==> src/core/sgc_pkg.sv <==
/*
 * Constants for the switch global control bank: register offsets, field positions,
 * reset values, frame size limits and aging periods.
 * Assumes a 50 MHz core clock.
 */
`default_nettype none

package sgc_pkg;

   // ----------------------------------------------------------------
   // Register map
   // ----------------------------------------------------------------
   localparam logic [7:0] ADDR_GC_ONE = 8'h03;
   localparam logic [7:0] ADDR_GC_TWO = 8'h04;

   // Reset values; bit 1 of the second register is replaced by the strap
   localparam logic [7:0] GC_ONE_RST  = 8'h30;
   localparam logic [7:0] GC_TWO_RST  = 8'hF1;
   localparam logic [7:0] RDATA_NONE  = 8'h00;

   // ----------------------------------------------------------------
   // Field positions
   // ----------------------------------------------------------------
   localparam int G1_PASS_ALL   = 7;
   localparam int G1_TX_PAUSE   = 5;
   localparam int G1_RX_PAUSE   = 4;
   localparam int G1_LEN_CHECK  = 3;
   localparam int G1_AGE_EN     = 2;
   localparam int G1_FAST_AGE   = 1;
   localparam int G1_AGGR_BOFF  = 0;
   localparam int G2_VLAN_DISC  = 7;
   localparam int G2_MCAST_EXCL = 6;
   localparam int G2_BP_CARRIER = 5;
   localparam int G2_FAIR_MODE  = 4;
   localparam int G2_NO_COLL_DR = 3;
   localparam int G2_HUGE_PKT   = 2;
   localparam int G2_LEGAL_SIZE = 1;
   localparam int G2_PRIO_RSV   = 0;

   // ----------------------------------------------------------------
   // Frame limits
   // ----------------------------------------------------------------
   localparam logic [15:0] LEN_TYPE_LIMIT = 16'h05DC;  // 1500
   localparam logic [11:0] SIZE_HUGE      = 12'h77C;   // 1916
   localparam logic [11:0] SIZE_STD       = 12'h600;   // 1536
   localparam logic [11:0] SIZE_TAGGED    = 12'h5F2;   // 1522
   localparam logic [11:0] SIZE_UNTAGGED  = 12'h5EE;   // 1518
   localparam logic [4:0]  COLL_LIMIT     = 5'h10;     // 16

   // ----------------------------------------------------------------
   // Aging periods
   // ----------------------------------------------------------------
   localparam int          AGE_CNT_W    = 34;
   localparam longint      CLK_HZ       = 50_000_000;
   localparam longint      FAST_AGE_US  = 800;
   localparam longint      NORM_AGE_S   = 200;
   localparam logic [AGE_CNT_W-1:0] FAST_AGE_CYC =
      AGE_CNT_W'(FAST_AGE_US * CLK_HZ / 1_000_000);
   localparam logic [AGE_CNT_W-1:0] NORM_AGE_CYC =
      AGE_CNT_W'(NORM_AGE_S * CLK_HZ);

endpackage : sgc_pkg

`default_nettype wire

==> src/core/sgc_bank.sv <==
/*
 * Switch global control bank: two byte-wide configuration registers and the
 * policy decisions that they steer in the switch core.
 * Assumes a simple synchronous management register port and that every input
 * but the asynchronous reset rst_i is synchronous to clk_i. The frame size strap is sampled on the first edge
 * after reset release.
 */
//
// Operation
// RQ1: Pass-all bit with sniffer mode forwards every frame, errored ones too.
// RQ2: Transmit pause bit clear means no PAUSE frame is ever generated.
// RQ3: Receive pause bit clear means received PAUSE frames are ignored.
// RQ4: Length check drops frames whose Length/Type below 1500 mismatches length.
// RQ5: Address aging runs only while the aging enable bit is one.
// RQ6: Fast-age bit switches aging to the fast period of about 800us.
// RQ7: Aggressive back-off bit selects the non-standard half duplex back-off.
// RQ8: Discard bit set blocks VLAN crossing; clear lets known unicast cross.
// RQ9: Port mirroring is unsupported while the discard bit is clear.
// RQ10: Storm protection polices broadcast only, or also DA[40] when cleared.
// RQ11: Backpressure is carrier-sense based at one, collision based at zero.
// RQ12: Fair mode drops non flow controlled traffic, else throttles flow controlled.
// RQ13: Bit 3 clear drops packets after 16 or more collisions.
// RQ14: Huge bit accepts frames up to 1916 bytes, overriding the size check.
// RQ15: Size check off allows 1536; on allows 1522 tagged, 1518 untagged.
// RQ16: Priority reserve with multiple queues reserves 48 buffers for queues 3-1.
// RQ17: Software should set priority reserve when multiple queues are used.
// RQ18: After one fast aging cycle the timer returns to the 200 s period.
// RQ19: Legal size check reset value comes from the frame size strap pin.
`timescale 1ns/1ns
`default_nettype none

module sgc_bank #(
   parameter logic [sgc_pkg::AGE_CNT_W-1:0] FAST_AGE_CYC = sgc_pkg::FAST_AGE_CYC,
   parameter logic [sgc_pkg::AGE_CNT_W-1:0] NORM_AGE_CYC = sgc_pkg::NORM_AGE_CYC
) (
   // Clock and reset
   input  wire logic        clk_i,
   input  wire logic        rst_i,
   // Management register port
   input  wire logic [7:0]  reg_addr_i,
   input  wire logic        reg_wr_i,
   input  wire logic        reg_rd_i,
   input  wire logic [7:0]  reg_wdata_i,
   output logic      [7:0]  reg_rdata_o,
   output logic             reg_rvalid_o,
   // Strap
   input  wire logic        frame_size_strap_pin_i,
   // Frame acceptance
   input  wire logic        frame_done_i,
   input  wire logic [11:0] frame_len_i,
   input  wire logic [11:0] frame_payload_len_i,
   input  wire logic [15:0] frame_len_type_i,
   input  wire logic        frame_tagged_i,
   input  wire logic        frame_bad_i,
   input  wire logic        sniffer_mode_i,
   output logic             frame_checked_o,
   output logic             frame_drop_o,
   // Flow control
   input  wire logic        pause_req_i,
   input  wire logic        pause_rx_i,
   output logic             pause_tx_o,
   output logic             pause_honor_o,
   // MAC half duplex
   input  wire logic [4:0]  coll_cnt_i,
   output logic             coll_drop_o,
   output logic             aggr_backoff_o,
   output logic             bp_carrier_sense_o,
   // Forwarding policy
   input  wire logic        same_vlan_i,
   input  wire logic        known_unicast_i,
   input  wire logic        mirror_req_i,
   input  wire logic        da_bcast_i,
   input  wire logic        da_bit40_i,
   input  wire logic        fc_contention_i,
   input  wire logic        multi_queue_i,
   output logic             vlan_cross_ok_o,
   output logic             mirror_en_o,
   output logic             storm_police_o,
   output logic             fair_drop_o,
   output logic             fc_throttle_o,
   output logic             reserve_hi_o,
   // Aging
   output logic             age_tick_o,
   output logic             fast_age_active_o
);

   // ----------------------------------------------------------------
   // State
   // ----------------------------------------------------------------
   typedef struct packed {
      logic [7:0] gc1;
      logic [7:0] gc2;
      logic       init_done;
      logic [7:0] rdata;
      logic       rvalid;
      logic       checked;
      logic       drop;
      logic       pause_tx;
      logic       pause_honor;
      logic       coll_drop;
      logic       vlan_ok;
      logic       mirror;
      logic       storm;
      logic       fair_drop;
      logic       throttle;
      logic       reserve;
   } sgc_state_t;

   localparam sgc_state_t ST_RST = '{
      gc1: sgc_pkg::GC_ONE_RST, gc2: sgc_pkg::GC_TWO_RST, rdata: sgc_pkg::RDATA_NONE,
      default: 1'b0};

   sgc_state_t st_q;
   sgc_state_t st_d;
   logic       wr_gc1;
   logic       wr_gc2;
   logic       fc_drop;

   assign wr_gc1 = st_q.init_done && reg_wr_i && (reg_addr_i == sgc_pkg::ADDR_GC_ONE);
   assign wr_gc2 = st_q.init_done && reg_wr_i && (reg_addr_i == sgc_pkg::ADDR_GC_TWO);

   // ----------------------------------------------------------------
   // Frame check and aging
   // ----------------------------------------------------------------
   sgc_frame_check u_frame_check (
      .len_chk_en_i  (st_q.gc1[sgc_pkg::G1_LEN_CHECK]),
      .huge_en_i     (st_q.gc2[sgc_pkg::G2_HUGE_PKT]),
      .legal_en_i    (st_q.gc2[sgc_pkg::G2_LEGAL_SIZE]),
      .pass_all_i    (st_q.gc1[sgc_pkg::G1_PASS_ALL] && sniffer_mode_i),  // RQ1
      .len_type_i    (frame_len_type_i),
      .frame_len_i   (frame_len_i),
      .payload_len_i (frame_payload_len_i),
      .tagged_i      (frame_tagged_i),
      .bad_i         (frame_bad_i),
      .drop_o        (fc_drop)
   );

   sgc_age_timer #(
      .FAST_CYC (FAST_AGE_CYC),
      .NORM_CYC (NORM_AGE_CYC)
   ) u_age_timer (
      .clk_i         (clk_i),
      .rst_i         (rst_i),
      .enable_i      (st_q.gc1[sgc_pkg::G1_AGE_EN]),  // RQ5
      .fast_arm_i    (wr_gc1 && reg_wdata_i[sgc_pkg::G1_FAST_AGE]),  // RQ6
      .age_tick_o    (age_tick_o),
      .fast_active_o (fast_age_active_o)
   );

   // ----------------------------------------------------------------
   // Next state
   // ----------------------------------------------------------------
   always_comb begin
      st_d = st_q;
      if (!st_q.init_done) begin
         st_d.init_done = 1'b1;
         st_d.gc2[sgc_pkg::G2_LEGAL_SIZE] = frame_size_strap_pin_i;  // RQ19
      end
      if (wr_gc1) begin
         st_d.gc1 = reg_wdata_i;
      end
      if (wr_gc2) begin
         st_d.gc2 = reg_wdata_i;
      end
      st_d.rvalid = reg_rd_i;
      if (!reg_rd_i) begin
         st_d.rdata = st_q.rdata;
      end else if (reg_addr_i == sgc_pkg::ADDR_GC_ONE) begin
         st_d.rdata = st_q.gc1;
      end else if (reg_addr_i == sgc_pkg::ADDR_GC_TWO) begin
         st_d.rdata = st_q.gc2;
      end else begin
         st_d.rdata = sgc_pkg::RDATA_NONE;
      end
      st_d.checked     = frame_done_i;
      st_d.drop        = frame_done_i && fc_drop;
      st_d.pause_tx    = pause_req_i && st_q.gc1[sgc_pkg::G1_TX_PAUSE];  // RQ2
      st_d.pause_honor = pause_rx_i && st_q.gc1[sgc_pkg::G1_RX_PAUSE];  // RQ3
      st_d.coll_drop   = (coll_cnt_i >= sgc_pkg::COLL_LIMIT)
                         && !st_q.gc2[sgc_pkg::G2_NO_COLL_DR];  // RQ13
      st_d.vlan_ok     = same_vlan_i || (known_unicast_i
                         && !st_q.gc2[sgc_pkg::G2_VLAN_DISC]);  // RQ8
      st_d.mirror      = mirror_req_i && st_q.gc2[sgc_pkg::G2_VLAN_DISC];  // RQ9
      st_d.storm       = da_bcast_i || (da_bit40_i
                         && !st_q.gc2[sgc_pkg::G2_MCAST_EXCL]);  // RQ10
      st_d.fair_drop   = fc_contention_i && st_q.gc2[sgc_pkg::G2_FAIR_MODE];  // RQ12
      st_d.throttle    = fc_contention_i && !st_q.gc2[sgc_pkg::G2_FAIR_MODE];  // RQ12
      st_d.reserve     = multi_queue_i && st_q.gc2[sgc_pkg::G2_PRIO_RSV];  // RQ16
   end

   always_ff @(posedge clk_i or posedge rst_i) begin
      if (rst_i) begin
         st_q <= ST_RST;
      end else begin
         st_q <= st_d;
      end
   end

   // ----------------------------------------------------------------
   // Outputs
   // ----------------------------------------------------------------
   assign reg_rdata_o        = st_q.rdata;
   assign reg_rvalid_o       = st_q.rvalid;
   assign frame_checked_o    = st_q.checked;
   assign frame_drop_o       = st_q.drop;
   assign pause_tx_o         = st_q.pause_tx;
   assign pause_honor_o      = st_q.pause_honor;
   assign coll_drop_o        = st_q.coll_drop;
   assign aggr_backoff_o     = st_q.gc1[sgc_pkg::G1_AGGR_BOFF];  // RQ7
   assign bp_carrier_sense_o = st_q.gc2[sgc_pkg::G2_BP_CARRIER];  // RQ11
   assign vlan_cross_ok_o    = st_q.vlan_ok;
   assign mirror_en_o        = st_q.mirror;
   assign storm_police_o     = st_q.storm;
   assign fair_drop_o        = st_q.fair_drop;
   assign fc_throttle_o      = st_q.throttle;
   assign reserve_hi_o       = st_q.reserve;
endmodule : sgc_bank

`default_nettype wire

==> src/core/sgc_frame_check.sv <==
/*
 * Frame acceptance decision: length field check, maximum size check and
 * pass-all override. Purely combinational.
 * Assumes the caller registers the result.
 */
`timescale 1ns/1ns
`default_nettype none

module sgc_frame_check (
   // Controls
   input  wire logic        len_chk_en_i,
   input  wire logic        huge_en_i,
   input  wire logic        legal_en_i,
   input  wire logic        pass_all_i,
   // Frame
   input  wire logic [15:0] len_type_i,
   input  wire logic [11:0] frame_len_i,
   input  wire logic [11:0] payload_len_i,
   input  wire logic        tagged_i,
   input  wire logic        bad_i,
   // Decision
   output logic             drop_o
);

   logic [11:0] max_len;
   logic        oversize;
   logic        len_mismatch;

   always_comb begin
      if (huge_en_i) begin
         max_len = sgc_pkg::SIZE_HUGE;  // RQ14
      end else if (legal_en_i) begin
         max_len = tagged_i ? sgc_pkg::SIZE_TAGGED : sgc_pkg::SIZE_UNTAGGED;  // RQ15
      end else begin
         max_len = sgc_pkg::SIZE_STD;  // RQ15
      end
      oversize     = frame_len_i > max_len;
      len_mismatch = len_chk_en_i && (len_type_i < sgc_pkg::LEN_TYPE_LIMIT)
                     && (len_type_i != {4'h0, payload_len_i});  // RQ4
      drop_o       = !pass_all_i && (bad_i || oversize || len_mismatch);  // RQ1
   end

endmodule : sgc_frame_check

`default_nettype wire

==> src/core/sgc_age_timer.sv <==
/*
 * Address table aging period timer with a one-shot fast period.
 * Assumes fast_arm_i pulses when software writes the fast-age bit as one.
 */
`timescale 1ns/1ns
`default_nettype none

module sgc_age_timer #(
   parameter logic [sgc_pkg::AGE_CNT_W-1:0] FAST_CYC = sgc_pkg::FAST_AGE_CYC,
   parameter logic [sgc_pkg::AGE_CNT_W-1:0] NORM_CYC = sgc_pkg::NORM_AGE_CYC
) (
   // Clock and reset
   input  wire logic clk_i,
   input  wire logic rst_i,
   // Control
   input  wire logic enable_i,
   input  wire logic fast_arm_i,
   // Status
   output logic      age_tick_o,
   output logic      fast_active_o
);

   typedef struct packed {
      logic [sgc_pkg::AGE_CNT_W-1:0] cnt;
      logic                          fast;
      logic                          tick;
   } sgc_age_t;

   sgc_age_t st_q;
   sgc_age_t st_d;
   logic [sgc_pkg::AGE_CNT_W-1:0] limit;

   always_comb begin
      st_d     = st_q;
      st_d.tick = 1'b0;
      limit    = st_q.fast ? FAST_CYC : NORM_CYC;  // RQ6
      if (enable_i) begin  // RQ5
         if (st_q.cnt >= limit - 1'b1) begin
            st_d.cnt  = '0;
            st_d.tick = 1'b1;
            st_d.fast = 1'b0;  // RQ18
         end else begin
            st_d.cnt = st_q.cnt + 1'b1;
         end
      end
      if (fast_arm_i) begin
         st_d.fast = 1'b1;
      end
   end

   always_ff @(posedge clk_i or posedge rst_i) begin
      if (rst_i) begin
         st_q <= '0;
      end else begin
         st_q <= st_d;
      end
   end

   assign age_tick_o    = st_q.tick;
   assign fast_active_o = st_q.fast;
endmodule : sgc_age_timer

`default_nettype wire

==> config.mk <==
export PLATFORM = sky130hd
export DESIGN_NAME = sgc_bank
export DESIGN_NICKNAME = d
export VERILOG_FILES = /design/src/core/sgc_pkg.sv /design/src/core/sgc_bank.sv /design/src/core/sgc_frame_check.sv /design/src/core/sgc_age_timer.sv
export SDC_FILE = /design/constraint.sdc
export NUM_CORES = 1
export LEC_CHECK = 0
export BUFFER_PORTS_ARGS = -buffer_cell sky130_fd_sc_hd__buf_2
export CORE_ASPECT_RATIO = 0.8
export CORE_MARGIN = 4
export CORE_UTILIZATION = 45
export DETAILED_ROUTE_END_ITERATION = 7
export PLACE_DENSITY = 0.75
export SLEW_MARGIN = 5
export SYNTH_ARGS = -nofsm -noshare
export SYNTH_HDL_FRONTEND = slang
export SYNTH_SLANG_ARGS = --single-unit
export TNS_END_PERCENT = 100
==> constraint.sdc <==
create_clock -name clk_i -period 2.32 [get_ports clk_i]
set_input_delay 0.232 -clock clk_i [delete_from_list [all_inputs] [get_ports clk_i]]
set_output_delay 0.232 -clock clk_i [all_outputs]
set_load 0.02 [all_outputs]
==> results_dict.tcl <==
set metrics [dict create \
    outcome "complete, no violations" \
    layout.nets 616 \
    p_per_area_nw_per_um2 682 \
    ant_nets 0 \
    synth-seq-cells 73 \
    fp.coreArea_um2 8630 \
    setup_tns_ns 0 \
    area_growth_syn_to_layout_pct 25.0 \
    setup_violations 0 \
    ios 103 \
    grt_max_degree 34 \
    start_util_pct 46.9 \
    critical_path_class "flop to flop" \
    synth_cells 406 \
    ir_drop_uv 356 \
    grt_pass1_wl_um 15600 \
    track_usage_pct 18.3 \
    worstMarginPinSlew_ns 0.513 \
    grt-ovfl-total 0 \
    grt_pass1_vias 3344 \
    clkSlewWorstSetupHoldPaths_ns 0.06 \
    rr_worst_depth 8 \
    drv_slew 0 \
    dp_hpwl_um 7040 \
    dieArea_um2 10600 \
    via_per_inst 5.28 \
    p_leak_nw 2.49 \
    place_congestion 0.820 \
    synth_edf_count 0 \
    num_rows 30 \
    synth_top_cell_by_area "dfrtp_1" \
    ys_seq_area_share_pct 45.3 \
    finalClockSkew_ns 0.00657 \
    antenna-diode-count 0 \
    cts_setup_buffers 0 \
    final_cell_area_um2 5070 \
    ys_async_sr_fraction_pct 100 \
    nFillCells 734 \
    cp_max_fo 11 \
    final_hold_viol_count 0 \
    arrival_ns 2.48 \
    required_ns 2.52 \
    start_kind "flop" \
    cts.sinks 73 \
    pre_cts_ws_ns 0.0355 \
    synth.area.top_cells "dfrtp_1 41%, ha_1 8.0%, nor2_1 5.5%, xor2_1 5.2%, dfstp_2 4.5%" \
    clk_latency_ns 0.33 \
    placed_area_um2 4720 \
    largest_register "u_age_timer.st_q" \
    synth.top_cell.area_share_pct 40.8 \
    h-tree-depth 3 \
    routed_wl_um 9480 \
    vias 3318 \
    rsz0062_at_grt "yes" \
    io_buffer_count 98 \
    die_height_um 92.9 \
    drc 0 \
    drt_iter0_markers 183 \
    setup_slack_ns 0.0430 \
    drtPass1Iterations 4 \
    largest_reg_flops 34 \
    period_share_pct 98.1 \
    antenna_found_initial 0 \
    syn_area_um2 4050 \
    synthesis.nets 511 \
    slew_headroom_pct 65.7 \
    fmax_mhz 439 \
    cts.path.max_buffers 2 \
    end_kind "flop" \
    cts_tree "done" \
    synth_cell_type_count 51 \
    avgRoutedWirePerCell_um 15.1 \
    min_path_type "primary input to flop" \
    clock-root-buffer "clkbuf_16" \
    yosys_warnings 0 \
    drive_gt1_share_pct 32.6 \
    synth_area_per_cell_um2 9.98 \
    ys.flop_type "dfrtp_1" \
    rrSetupSlack_ns 0.04 \
    hold_depth 1 \
    period_minus_slack_ns 2.28 \
    whs_ns 0.0207 \
    maxCapViolCount 0 \
    cts_buffers 9 \
    die_w_um 114 \
]
==> metrics by stage <==
step / instances / util, % / power (mW)
after floorplan: 406 / - / 1.78
after global placement: 611 / 54.7 / 1.94
after detailed placement: 611 / 54.7 / 1.96
after CTS: 628 / 58.6 / 3.49
after global routing: 628 / 58.7 / 3.64
final: 628 / 58.7 / 3.46
==> synth_stat cells (2+ instances only) <==
cell,n
nor3_1,5
nand4b_1,2
buf_4,9
xor2_1,24
nand4_1,10
nor2_1,59
a21oi_1,21
buf_2,5
dfstp_2,7
or3_1,2
nor2b_1,3
ha_1,26
a22oi_1,8
nor2_2,2
a21o_1,5
xnor2_1,18
nor3_4,2
or4_4,2
nor4_1,5
mux2_2,10
o2bb2ai_1,2
and4_1,2
nand2b_1,4
clkbuf_1,2
dfrtp_1,66
a31oi_1,3
o21ai_0,13
and2_1,5
inv_1,15
nand3_1,20
and3_1,7
nand2_1,22
and4_4,2
==> path summary, 6_finish.rpt <==
| check | endpoint | from |
|---|---|---|
| worst max-delay path | u_age_timer.fast_active_o$_DFFE_PP0P_ | u_age_timer.fast_active_o$_DFFE_PP0P_ |
| worst min-delay path | frame_checked_o$_DFF_PP0_ | frame_done_i |
| worst max register to register | u_age_timer.fast_active_o$_DFFE_PP0P_ | u_age_timer.fast_active_o$_DFFE_PP0P_ |
| worst min register to register | coll_drop_o$_DFF_PP0_ | st_q[24]$_DFFE_PP0P_ |
| max in group asynchronous | st_q[28]$_DFFE_PP1P_ | rst_i |
| min in group asynchronous | pause_honor_o$_DFF_PP0_ | rst_i |
==> power breakdown <==
part,internal (mW),switching (mW)
Combinational,0.219,0.247
Sequential,1.37,0.112
Clock,0.954,0.556
==> kinds of logic after synthesis <==
| kind of cell | count (synthesis) | synth area share [%] |
|---|---|---|
| and+or+nand+nor | 160 | 21.0 |
| DFF | 73 | 45.3 |
| AOI/OAI and AO/OA | 59 | 8.98 |
| xor gates and xnor gates | 42 | 9.08 |
| buffers and inverters | 33 | 4.23 |
| adders and majority gates | 26 | 8.03 |
| muxes | 12 | 3.30 |
| other | 1 | 0.0925 |
==> routing by layer <==
metal  vias to the layer above  wire length, µm  global-route usage [%]
met4                         0               80                    4.45
met3                         6              501                    4.64
li1                       1620                -                       -
met1                      1617             4180                    24.4
met5                         -                0                       0
met2                        75             4710                    30.0
==> final cells by class <==
type / instances / area [µm²] / area share [%]
Timing Repair Buffer: 112 / 611 / 12.0
Clock buffer: 9 / 225 / 4.44
Multi-Input combinational cell: 300 / 2090 / 41.3
Sequential cell: 73 / 1840 / 36.2
Tap cell: 112 / 140 / 2.77
Inverter: 15 / 58.8 / 1.16
Clock inverter: 7 / 103 / 2.02
==> worst max-delay path, cell delays in order (launching register included) <==
cell     delay (ns)
dfrtp_2        0.47
ha_1           0.33
nand2_1        0.07
or4_1          0.50
a31oi_1        0.19
o21ai_2        0.10
a21oi_2        0.19
buf_4          0.21
o21ai_0        0.09
==> repair_timing <==
action	in CTS	in global routing
setup endpoints to repair	0	35
gates resized for setup	0	4
endpoints found under the hold margin	21	0
hold buffers	1	0
==> layout by cell type (no fill, tap or decap), drive strengths merged, types with 11 or more instances in the layout <==
master / synthesis / routed
a21oi: 22 / 22
buf: 16 / 111
dfrtp: 66 / 66
ha: 26 / 26
inv: 15 / 17
mux2: 11 / 11
nand2: 22 / 22
nand3: 21 / 21
nand4: 11 / 11
nor2: 61 / 61
o21ai: 13 / 13
xnor2: 18 / 18
xor2: 24 / 24
(Power assumes the default switching activity.)
